$ cat config.mk
export PLATFORM = sky130hd
export DESIGN_NAME = prog_link_gate
export DESIGN_NICKNAME = d
export VERILOG_FILES = /design/src/inc/prog_link_pkg.sv /design/src/hw/prog_link_gate.sv /design/src/hw/turnaround_guard.sv /design/src/hw/unlock_key_check.sv
export SDC_FILE = /design/constraint.sdc
export NUM_CORES = 1
export LEC_CHECK = 0
export BUFFER_PORTS_ARGS = -buffer_cell sky130_fd_sc_hd__buf_2
export CORE_MARGIN = 4
export CORE_UTILIZATION = 45
export DETAILED_ROUTE_END_ITERATION = 7
export PLACE_DENSITY_LB_ADDON = 0.2
export SYNTH_ARGS = -nofsm -noshare
export SYNTH_HDL_FRONTEND = slang
export SYNTH_HIERARCHICAL = 1
export SYNTH_SLANG_ARGS = --single-unit
export TNS_END_PERCENT = 30
$ cat constraint.sdc
create_clock -name mclk -period 3.15 [get_ports mclk]
set_input_delay 0.315 -clock mclk [delete_from_list [all_inputs] [get_ports mclk]]
set_output_delay 0.315 -clock mclk [all_outputs]
set_load 0.03 [all_outputs]
$ cat src/inc/prog_link_pkg.sv
// Constants shared by the programming-link control space and the memory access gate.
package prog_link_pkg;
   // Control-space addresses (4-bit direct address of the load and store commands).
   localparam logic [3:0] ADDR_LINK_STATUS = 4'h0;
   localparam logic [3:0] ADDR_PHY_CONTROL = 4'h2;
   localparam logic [3:0] ADDR_IDENT = 4'hF;
   // Field positions and masks.
   localparam int PROG_EN_BIT = 1;
   localparam logic [7:0] LINK_STATUS_MASK = 8'h02;
   localparam logic [7:0] PHY_CONTROL_MASK = 8'h07;
   localparam logic [7:0] LINK_STATUS_RESET = 8'h00;
   localparam logic [2:0] GUARD_RESET = 3'h0;
   // Identification code; the value is arbitrary.
   localparam logic [7:0] IDENT_CODE = 8'h5A;
   // Opcodes: key command is exact, load and store carry the address in the low nibble.
   localparam logic [7:0] KEY_SIGNAL_OP = 8'hE0;
   localparam logic [3:0] CS_LOAD_HI = 4'h8;
   localparam logic [3:0] CS_STORE_HI = 4'hC;
   // Unlock key, sent least significant byte first.
   localparam logic [63:0] UNLOCK_KEY = 64'h1289AB45CDD888FF;
   localparam int KEY_BYTES = 8;
   localparam logic [2:0] KEY_LAST = 3'h7;
   // Idle bits always present on a receive-to-transmit turnaround.
   localparam logic [7:0] BASE_IDLE_BITS = 8'h02;
   // Memory section codes.
   localparam logic [2:0] SEC_CODE = 3'h0;
   localparam logic [2:0] SEC_CONFIG = 3'h1;
   localparam logic [2:0] SEC_SIGNATURE = 3'h2;
   localparam logic [2:0] SEC_CALIB = 3'h3;
   localparam logic [2:0] SEC_LOCK = 3'h4;
   // Command decoder states.
   typedef enum logic [1:0] {
      ST_CMD = 2'b00,
      ST_STORE = 2'b01,
      ST_KEY = 2'b10
   } link_state_t;
   // Extra idle bits selected by the guard-time field.
   function automatic logic [7:0] guard_extra(input logic [2:0] gt);
      case (gt)
         3'h0: guard_extra = 8'h80;
         3'h1: guard_extra = 8'h40;
         3'h2: guard_extra = 8'h20;
         3'h3: guard_extra = 8'h10;
         3'h4: guard_extra = 8'h08;
         3'h5: guard_extra = 8'h04;
         3'h6: guard_extra = 8'h02;
         default: guard_extra = 8'h00;
      endcase
   endfunction
endpackage
$ cat src/hw/prog_link_gate.sv
// Programming-link control space, unlock gate and memory access gate.
//
// Operation
// RQ1: Memory programming is off after reset until a correct key arrives.
// RQ2: The only accepted key is the 64-bit constant 0x1289AB45CDD888FF.
// RQ3: The programmer polls the enable flag until it reads one.
// RQ4: Storing zero to the enable flag turns programming off.
// RQ5: Link registers live in their own space, reached by load/store commands.
// RQ6: Address 0x0F returns a read-only 8-bit identification code.
// RQ7: Address 0x02 holds a 3-bit guard field; bits 7:3 read zero.
// RQ8: Extra idle bits only on receive-to-transmit turnaround, none the other way.
// RQ9: Turnaround idle equals the guard time plus two idle bits.
// RQ10: Guard codes 0..7 give 128,64,32,16,8,4,2,0 extra bits.
// RQ11: Guard resets to 128 bits; programmer should shorten it.
// RQ12: Address 0x00 is status; bit 1 is the enable flag, rest zero.
// RQ13: Application reads all memory through mapped data locations.
// RQ14: An application data read stalls the processor one clock.
// RQ15: Application write or erase attempts have no effect.
// RQ16: Externally, signature and calibration sections stay read-only.
// RQ17: External writes only to lock bits, code and configuration.
// RQ18: Sleep with no programming active disables the flash.
// RQ19: Key command is opcode 0xE0 followed by eight key bytes.
// RQ20: Load command 1000 aaaa reads control register aaaa out.
// RQ21: Store command 1100 aaaa writes the next byte to register aaaa.
// RQ22: All eight key bytes are compared; any mismatch leaves programming off.
`timescale 1ns/1ns
`default_nettype none
module prog_link_gate (
   input wire logic mclk,
   input wire logic rst,
   input wire logic rx_valid,
   input wire logic [7:0] rx_data,
   input wire logic bit_tick,
   output logic link_idle,
   output logic tx_valid,
   output logic [7:0] tx_data,
   output logic programming_enabled_flag,
   input wire logic cpu_data_rd,
   input wire logic cpu_nvm_wr,
   input wire logic [7:0] nvm_rd_data,
   output logic cpu_stall,
   output logic [7:0] cpu_rd_data,
   input wire logic ext_nvm_wr,
   input wire logic ext_nvm_rd,
   input wire logic [2:0] ext_section,
   output logic nvm_wr_en,
   output logic nvm_rd_en,
   input wire logic sleep_req,
   input wire logic nvm_op_busy,
   output logic flash_enable
);
   ////////////////////////////////////////////////////////////////////////////////
   // Command decoder and control space.

   prog_link_pkg::link_state_t state;
   prog_link_pkg::link_state_t next_state;
   logic [2:0] key_idx;
   logic [2:0] next_key_idx;
   logic [3:0] store_addr;
   logic [3:0] next_store_addr;
   logic prog_en;
   logic next_prog_en;
   logic [2:0] guard_field;
   logic [2:0] next_guard_field;
   logic [7:0] load_data;
   logic [7:0] next_load_data;
   logic load_pending;
   logic next_load_pending;
   logic [7:0] ctrl_rd_byte;
   logic key_start;
   logic key_valid;
   logic key_ok;
   logic key_last_ok;
   logic guard_start;
   logic guard_busy;
   logic guard_done;
   logic rx_take;

   // Bytes arriving during a turnaround belong to nobody, since the link is half duplex.
   assign rx_take = rx_valid && !guard_busy;

   // The control space answers only through the load command, never through any I/O map.
   always_comb begin
      case (rx_data[3:0]) // RQ5
         prog_link_pkg::ADDR_LINK_STATUS:
            ctrl_rd_byte = 8'(prog_en) << prog_link_pkg::PROG_EN_BIT; // RQ12
         prog_link_pkg::ADDR_PHY_CONTROL:
            ctrl_rd_byte = {5'h00, guard_field}; // RQ7
         prog_link_pkg::ADDR_IDENT:
            ctrl_rd_byte = prog_link_pkg::IDENT_CODE; // RQ6
         default:
            ctrl_rd_byte = 8'h00; // RQ5
      endcase
   end

   assign key_start = (state == prog_link_pkg::ST_CMD) && rx_take &&
                      (rx_data == prog_link_pkg::KEY_SIGNAL_OP); // RQ19
   assign key_valid = (state == prog_link_pkg::ST_KEY) && rx_take;
   assign key_last_ok = key_valid && (key_idx == prog_link_pkg::KEY_LAST) && key_ok;
   assign guard_start = (state == prog_link_pkg::ST_CMD) && rx_take &&
                        (rx_data[7:4] == prog_link_pkg::CS_LOAD_HI); // RQ8

   // Next state of the decoder, the enable flag and the guard field.
   always_comb begin
      next_state = state;
      next_key_idx = key_idx;
      next_store_addr = store_addr;
      next_prog_en = prog_en;
      next_guard_field = guard_field;
      next_load_data = load_data;
      next_load_pending = load_pending && !guard_done;
      case (state)
         prog_link_pkg::ST_CMD: begin
            if (key_start) begin
               next_state = prog_link_pkg::ST_KEY; // RQ19
               next_key_idx = 3'h0;
            end else if (guard_start) begin
               next_load_data = ctrl_rd_byte; // RQ20
               next_load_pending = 1'b1;
            end else if (rx_take && rx_data[7:4] == prog_link_pkg::CS_STORE_HI) begin
               next_state = prog_link_pkg::ST_STORE; // RQ21
               next_store_addr = rx_data[3:0];
            end
         end
         prog_link_pkg::ST_STORE: begin
            if (rx_take) begin
               next_state = prog_link_pkg::ST_CMD;
               if (store_addr == prog_link_pkg::ADDR_LINK_STATUS &&
                   !rx_data[prog_link_pkg::PROG_EN_BIT]) begin
                  next_prog_en = 1'b0; // RQ4
               end
               if (store_addr == prog_link_pkg::ADDR_PHY_CONTROL) begin
                  next_guard_field = rx_data[2:0]; // RQ7 RQ21
               end
            end
         end
         prog_link_pkg::ST_KEY: begin
            if (key_valid) begin
               next_key_idx = 3'(key_idx + 3'h1);
               if (key_idx == prog_link_pkg::KEY_LAST) begin
                  next_state = prog_link_pkg::ST_CMD;
                  if (key_ok) begin
                     next_prog_en = 1'b1; // RQ1 RQ2 RQ22
                  end
               end
            end
         end
         default: begin
            next_state = prog_link_pkg::ST_CMD;
         end
      endcase
   end

   // Reset leaves programming off and the longest guard time in place.
   always_ff @(posedge mclk) begin
      if (rst) begin
         state <= prog_link_pkg::ST_CMD;
         key_idx <= 3'h0;
         store_addr <= 4'h0;
         prog_en <= 1'b0; // RQ1
         guard_field <= prog_link_pkg::GUARD_RESET; // RQ11
         load_data <= 8'h00;
         load_pending <= 1'b0;
      end else begin
         state <= next_state;
         key_idx <= next_key_idx;
         store_addr <= next_store_addr;
         prog_en <= next_prog_en;
         guard_field <= next_guard_field;
         load_data <= next_load_data;
         load_pending <= next_load_pending;
      end
   end

   unlock_key_check u_key (
      .mclk(mclk),
      .rst(rst),
      .key_start(key_start),
      .key_valid(key_valid),
      .key_idx(key_idx),
      .key_byte(rx_data),
      .key_ok(key_ok)
   );

   // Turnaround is timed only for loads; transmit-to-receive needs no delay.
   turnaround_guard u_guard (
      .mclk(mclk),
      .rst(rst),
      .guard_start(guard_start),
      .guard_time(guard_field),
      .bit_tick(bit_tick),
      .guard_busy(guard_busy),
      .guard_done(guard_done)
   );

   ////////////////////////////////////////////////////////////////////////////////
   // Transmit byte register.

   logic [7:0] next_tx_data;
   logic next_tx_valid;

   // The loaded byte leaves only once the whole idle period has been driven.
   always_comb begin
      next_tx_valid = load_pending && guard_done; // RQ8 RQ9
      next_tx_data = next_tx_valid ? load_data : tx_data;
   end

   always_ff @(posedge mclk) begin
      if (rst) begin
         tx_valid <= 1'b0;
         tx_data <= 8'h00;
      end else begin
         tx_valid <= next_tx_valid;
         tx_data <= next_tx_data;
      end
   end

   assign link_idle = guard_busy;
   assign programming_enabled_flag = prog_en;

   ////////////////////////////////////////////////////////////////////////////////
   // Memory access gate.

   logic sec_writable;
   logic [7:0] next_cpu_rd_data;

   // Signature and calibration are factory data, so no party may write them.
   assign sec_writable = (ext_section == prog_link_pkg::SEC_CODE) ||
                         (ext_section == prog_link_pkg::SEC_CONFIG) ||
                         (ext_section == prog_link_pkg::SEC_LOCK); // RQ16 RQ17
   // Application writes never reach the array; only the unlocked programmer does.
   assign nvm_wr_en = ext_nvm_wr && prog_en && sec_writable && !cpu_nvm_wr; // RQ15 RQ17
   assign nvm_rd_en = (ext_nvm_rd && prog_en) || cpu_data_rd; // RQ13 RQ16
   // Single read port: the data fetch takes the slot of the next instruction fetch.
   assign cpu_stall = cpu_data_rd; // RQ14
   // Flash powers down in sleep unless a programming operation still runs.
   assign flash_enable = !(sleep_req && !nvm_op_busy); // RQ18

   // Read data is captured the cycle the application read is issued.
   always_comb begin
      next_cpu_rd_data = cpu_data_rd ? nvm_rd_data : cpu_rd_data; // RQ13
   end

   always_ff @(posedge mclk) begin
      if (rst) begin
         cpu_rd_data <= 8'h00;
      end else begin
         cpu_rd_data <= next_cpu_rd_data;
      end
   end

   ////////////////////////////////////////////////////////////////////////////////
   // Checks.

   a_enable_cause: assert property (@(posedge mclk) disable iff (rst) // RQ1
      $rose(prog_en) |-> $past(key_last_ok))
      else $error("programming enabled without a full correct key");
   a_key_enables: assert property (@(posedge mclk) disable iff (rst) // RQ22
      key_last_ok |=> prog_en)
      else $error("correct key did not enable programming");
   a_store_zero_clears: assert property (@(posedge mclk) disable iff (rst) // RQ4
      (state == prog_link_pkg::ST_STORE && rx_take &&
       store_addr == prog_link_pkg::ADDR_LINK_STATUS &&
       !rx_data[prog_link_pkg::PROG_EN_BIT]) |=> !prog_en)
      else $error("store of zero did not clear the enable flag");
   a_status_read: assert property (@(posedge mclk) disable iff (rst) // RQ12
      (guard_start && rx_data[3:0] == prog_link_pkg::ADDR_LINK_STATUS)
         |=> load_data == {6'h00, prog_en, 1'b0})
      else $error("status read does not match the enable flag");
   a_control_read: assert property (@(posedge mclk) disable iff (rst) // RQ7
      (guard_start && rx_data[3:0] == prog_link_pkg::ADDR_PHY_CONTROL)
         |=> load_data[7:3] == 5'h00 && load_data[2:0] == guard_field)
      else $error("control read has reserved bits set or wrong guard field");
   a_ident_read: assert property (@(posedge mclk) disable iff (rst) // RQ6
      (guard_start && rx_data[3:0] == prog_link_pkg::ADDR_IDENT)
         |=> load_data == prog_link_pkg::IDENT_CODE)
      else $error("identification read returned a wrong code");
   a_tx_after_guard: assert property (@(posedge mclk) disable iff (rst) // RQ8
      tx_valid |-> $past(guard_done) && $past(load_pending))
      else $error("byte sent before the turnaround idle ended");
   a_stall_data_rd: assert property (@(posedge mclk) disable iff (rst) // RQ14
      cpu_data_rd |-> cpu_stall ##1 (cpu_rd_data == $past(nvm_rd_data)))
      else $error("data read did not stall or capture data");
   a_app_no_write: assert property (@(posedge mclk) disable iff (rst) // RQ15
      nvm_wr_en |-> prog_en && !cpu_nvm_wr)
      else $error("array written without the unlocked programmer");
   a_ro_sections: assert property (@(posedge mclk) disable iff (rst) // RQ16
      nvm_wr_en |-> ext_section != prog_link_pkg::SEC_SIGNATURE &&
                    ext_section != prog_link_pkg::SEC_CALIB)
      else $error("write reached a read-only section");
   a_sleep_flash_off: assert property (@(posedge mclk) disable iff (rst) // RQ18
      (sleep_req && !nvm_op_busy) |-> !flash_enable)
      else $error("flash left enabled in idle sleep");

   c_unlock: cover property (@(posedge mclk) disable iff (rst) $rose(prog_en));
   c_load_reply: cover property (@(posedge mclk) disable iff (rst) tx_valid);
   c_guard_write: cover property (@(posedge mclk) disable iff (rst)
      state == prog_link_pkg::ST_STORE && rx_take &&
      store_addr == prog_link_pkg::ADDR_PHY_CONTROL);
   c_relock: cover property (@(posedge mclk) disable iff (rst) $fell(prog_en));
endmodule
`default_nettype wire

$ cat src/hw/turnaround_guard.sv
// Counts link idle bits before the device turns the link from receive to transmit.
`timescale 1ns/1ns
`default_nettype none
module turnaround_guard (
   input wire logic mclk,
   input wire logic rst,
   input wire logic guard_start,
   input wire logic [2:0] guard_time,
   input wire logic bit_tick,
   output logic guard_busy,
   output logic guard_done
);
   logic [7:0] idle_left;
   logic [7:0] next_idle_left;

   // Total idle is the selected extra bits plus the two fixed ones.
   always_comb begin
      next_idle_left = idle_left;
      if (guard_start) begin
         next_idle_left = 8'(prog_link_pkg::guard_extra(guard_time) +
                          prog_link_pkg::BASE_IDLE_BITS); // RQ9 RQ10
      end else if (bit_tick && idle_left != 8'h00) begin
         next_idle_left = 8'(idle_left - 8'h01);
      end
   end

   always_ff @(posedge mclk) begin
      if (rst) begin
         idle_left <= 8'h00;
      end else begin
         idle_left <= next_idle_left;
      end
   end

   assign guard_busy = (idle_left != 8'h00); // RQ8
   assign guard_done = bit_tick && (idle_left == 8'h01);

   a_guard_load: assert property (@(posedge mclk) disable iff (rst) // RQ9
      guard_start |=> idle_left ==
         8'(prog_link_pkg::guard_extra($past(guard_time)) + prog_link_pkg::BASE_IDLE_BITS))
      else $error("guard count not loaded with extra plus two idle bits");
endmodule
`default_nettype wire

$ cat src/hw/unlock_key_check.sv
// Byte-wise comparison of the received unlock key against the fixed constant.
`timescale 1ns/1ns
`default_nettype none
module unlock_key_check (
   input wire logic mclk,
   input wire logic rst,
   input wire logic key_start,
   input wire logic key_valid,
   input wire logic [2:0] key_idx,
   input wire logic [7:0] key_byte,
   output logic key_ok
);
   logic match_so_far;
   logic next_match_so_far;
   logic [prog_link_pkg::KEY_BYTES-1:0] hit;

   // Each entry compares the incoming byte with its own slice of the key.
   genvar i;
   generate
      for (i = 0; i < prog_link_pkg::KEY_BYTES; i++) begin : g_byte
         assign hit[i] = (key_idx == 3'(i)) &&
                         (key_byte == prog_link_pkg::UNLOCK_KEY[i*8 +: 8]); // RQ2
      end
   endgenerate

   // Whole key is good only if this byte and every earlier one matched.
   assign key_ok = match_so_far && (|hit); // RQ22

   // A single mismatch spoils the rest of the sequence.
   always_comb begin
      next_match_so_far = match_so_far;
      if (key_start) begin
         next_match_so_far = 1'b1;
      end else if (key_valid) begin
         next_match_so_far = match_so_far && (|hit); // RQ22
      end
   end

   always_ff @(posedge mclk) begin
      if (rst) begin
         match_so_far <= 1'b0;
      end else begin
         match_so_far <= next_match_so_far;
      end
   end
endmodule
`default_nettype wire

==> metrics.yaml <==
run_status: "complete, no violations"
postCtsSetupBuffers: 0
cts_resized: 0
finClkSkew_ns: 0.00872
yosysUniqueCellTypes: 56
num_vias: 2136
finalCoreUtilization: 0.555
crit_type: "reg2reg"
clkTransAtPathRegs_ns: 0.08
post-route-drc-count: 0
dr.first_iter.drc_count: 88
cp_num_buf_inv: 2
io_buffers: 49
holdBufCountCts: 0
hpwl_microns: 3870
area_growth_pct: 16.2
cts.sinks: 40
crit_chain: "nor4_2 > and3_1 > inv_1 > nor2b_1 > nand2_1 > nor3_1 > buf_4 > or4bb_1 > o21ai_0 > a31o_1"
numCtsBuffers: 5
ios: 52
ys_async_sr_fraction: 0
crit_path_max_incr_delay_ns: 0.42
rrSetupSlack_ns: 0.48
start_util: 0.478
cp.required_ns: 3.40
antenna_found_initial: 0
crit_fanout: 17
yosysWarnings: 6
end_kind: "flip-flop"
hold_depth: 3
powerDensity_nw_per_um2: 640
regArea_sq_um: 801
gp_congestion: 0.863
worstReg2RegEnd: "u_guard/idle_left[7]"
nFillCells: 492
ir_drop_mv: 0.366
avgSynthCellArea_sq_um: 8.70
grt_pass1_vias: 1912
clockBufferDepth: 2
finalInstanceArea_sq_um: 2710
diodes: 0
worstHoldEndpoint: "cpu_rd_data[6]"
grt_setup_unrepaired: "no"
cp_data_arrival_time_ns: 2.92
place_area_sq_um: 2590
r2r_cells: 10
synth_edf_count: 0
crit_family: "simple AND/OR/NAND/NOR gates"
multiInputGateArea_sq_um: 1400
critPathLaunchType: "flip-flop"
total_leakage_power_uw: 0.00108
finalSetupViolations: 0
clkLatencyLatePin_ns: 0.30
dieArea_sq_um: 6400
ys_seq_area_frac: 0.343
synth.cell_area_sq_um: 2330
wl_per_cell_microns: 14.2
min_period_over_period: 0.848
gr-total-overflow: 0
cts-root-buf: "clkbuf_8"
ant_nets: 0
dieWidth_microns: 80.0
drive_gt1_frac: 0.234
track_usage: 0.175
die_h_microns: 80.0
tightest_slew_ns: 0.813
fmax_ghz: 0.374
num_rows: 25
drt-total-wl_microns: 5380
period_needed_ns: 2.67
ys_ff_latch: 40
place_inst: 371
max_cap_viol_count: 0
setup_ws_ns: 0.480
rr_startpoint: "u_guard/idle_left[4]"
core_sq_um: 4880
hp-class: "in2reg"
nets: 346
hold_viol: 0
maxSlewHeadroom: 0.451
cts_tree: "yes"
dp_worst_setup_slack_ns: 0.549
fin_tns_setup_ns: 0
grt_pass1_wl_microns: 8910
h-tree-depth: 2
min_from: "nvm_rd_data[6]"
drv_slew: 0
fin_cells: 379
cp_slowest_cell: "or4bb_1"
vias_per_cell: 5.64
grt_max_degree: 50
firstDrtPassIters: 4
synthFlopType: "dfxtp_1"
syn_inst: 268
[cells by family after synthesis]
group           share of synthesized area
simple gates                        0.340
compound gates                      0.171
flops                               0.343
buf+inv                            0.0579
mux                                0.0472
fa+ha+maj                          0.0322
xor+xnor                          0.00751
other cells                       0.00161
[worst max path at each step]
stage,endpoint,slack (ns),startpoint,depth (start not counted)
floorplan,u_guard/idle_left[6],0.53,u_guard/idle_left[4],10
detailed placement,u_guard/idle_left[7],0.55,u_guard/idle_left[4],10
global placement,u_guard/idle_left[7],0.62,u_guard/idle_left[4],10
global route,u_guard/idle_left[7],0.28,u_guard/idle_left[4],10
finish,u_guard/idle_left[7],0.48,u_guard/idle_left[4],10
CTS,u_guard/idle_left[7],0.52,u_guard/idle_left[4],10
[cell type report]
class | count | share of cell area
clock buffer | 5 | 0.0254
clock inverter | 3 | 0.0175
inverter | 9 | 0.0125
multi-input combinational | 202 | 0.517
sequential | 40 | 0.295
tap | 67 | 0.0309
timing repair buffer | 53 | 0.102
[layer usage]
| layer | track usage | wire [microns] | vias up |
|---|---|---|---|
| li1 | - | - | 1085 |
| met2 | 0.281 | 2520 | 63 |
| met3 | 0.0497 | 311 | 6 |
| met4 | 0.0456 | 57 | 0 |
| met1 | 0.229 | 2490 | 982 |
| met5 | 0 | 0 | - |
[power breakdown]
part | total, uW | leakage (uW) | switching (uW) | internal (uW)
Sequential | 638 | 0.000325 | 72.4 | 566
Combinational | 670 | 0.000692 | 406 | 264
Clock | 427 | 0.0000583 | 188 | 238
Total | 1730 | 0.00108 | 667 | 1070
[cell usage in the layout (no fill, tap or decap), types with 3 or more instances in the layout]
cell type,netlist,routed
buf_2,0,49
nor3_1,8,8
nor4b_1,6,6
o21ai_0,8,8
nand2b_1,10,10
ha_1,6,6
clkbuf_8,0,5
mux2i_1,11,11
nand3b_1,8,8
buf_4,7,4
nand4_1,3,3
nor2_1,24,24
a21oi_1,19,19
nand4b_1,3,3
dfxtp_1,40,40
nand2_1,12,12
o41ai_1,4,4
a31oi_1,3,3
a211oi_2,3,3
o31a_1,3,3
a211oi_1,4,4
nand3_1,15,15
or4b_1,5,5
inv_1,9,9
nor2b_1,5,5
nor4bb_1,3,3
[worst min-delay path, stage by stage]
cell and delay (ns):
buf_2 0.07, mux2i_1 0.05, nor2_1 0.07
[synth_stat cells, types with 2 or more instances]
library cell,count,share of area
inv_1,9,0.014
nor3_1,8,0.017
o21a_1,2,0.0064
nand2b_1,10,0.027
or3b_2,2,0.0075
nand3_1,15,0.032
or4b_2,2,0.0086
a211oi_1,4,0.013
clkbuf_1,9,0.014
nor2b_1,5,0.013
nand4b_1,3,0.011
and4_1,2,0.0075
a21oi_1,19,0.041
o31a_1,3,0.011
a211oi_2,3,0.016
nor2_1,24,0.039
buf_4,7,0.023
nand4_1,3,0.0080
nor4_1,2,0.0054
or4_1,2,0.0064
a31oi_1,3,0.0080
or4bb_1,2,0.0097
dfxtp_1,40,0.34
ha_1,6,0.032
nand4bb_1,2,0.0097
mux2i_1,11,0.047
or4b_1,5,0.021
and3_1,2,0.0054
nand3b_1,8,0.026
o41ai_1,4,0.015
nor4bb_1,3,0.013
nor4b_1,6,0.023
nand2_1,12,0.019
o21ai_0,8,0.017
[flip-flops by register name (all words and copies together), names as in the netlist]
name / count
tx_data: 4
cpu_rd_data: 8
tx_valid: 1
state: 2
key_idx: 3
load_pending: 1
u_guard/idle_left: 8
u_key/match_so_far: 1
store_addr: 4
programming_enabled_flag: 1
load_data: 4
guard_field: 3
[metrics by stage]
step	power (uW)	hold slack, ns
final	1730	0.245
after global routing	1860	0.254
after CTS	1740	0.238
after detailed placement	1310	0.446
after global placement	1310	0.447
after floorplan	1160	0.380
No activity file was read; power rests on OpenSTA's default activity.
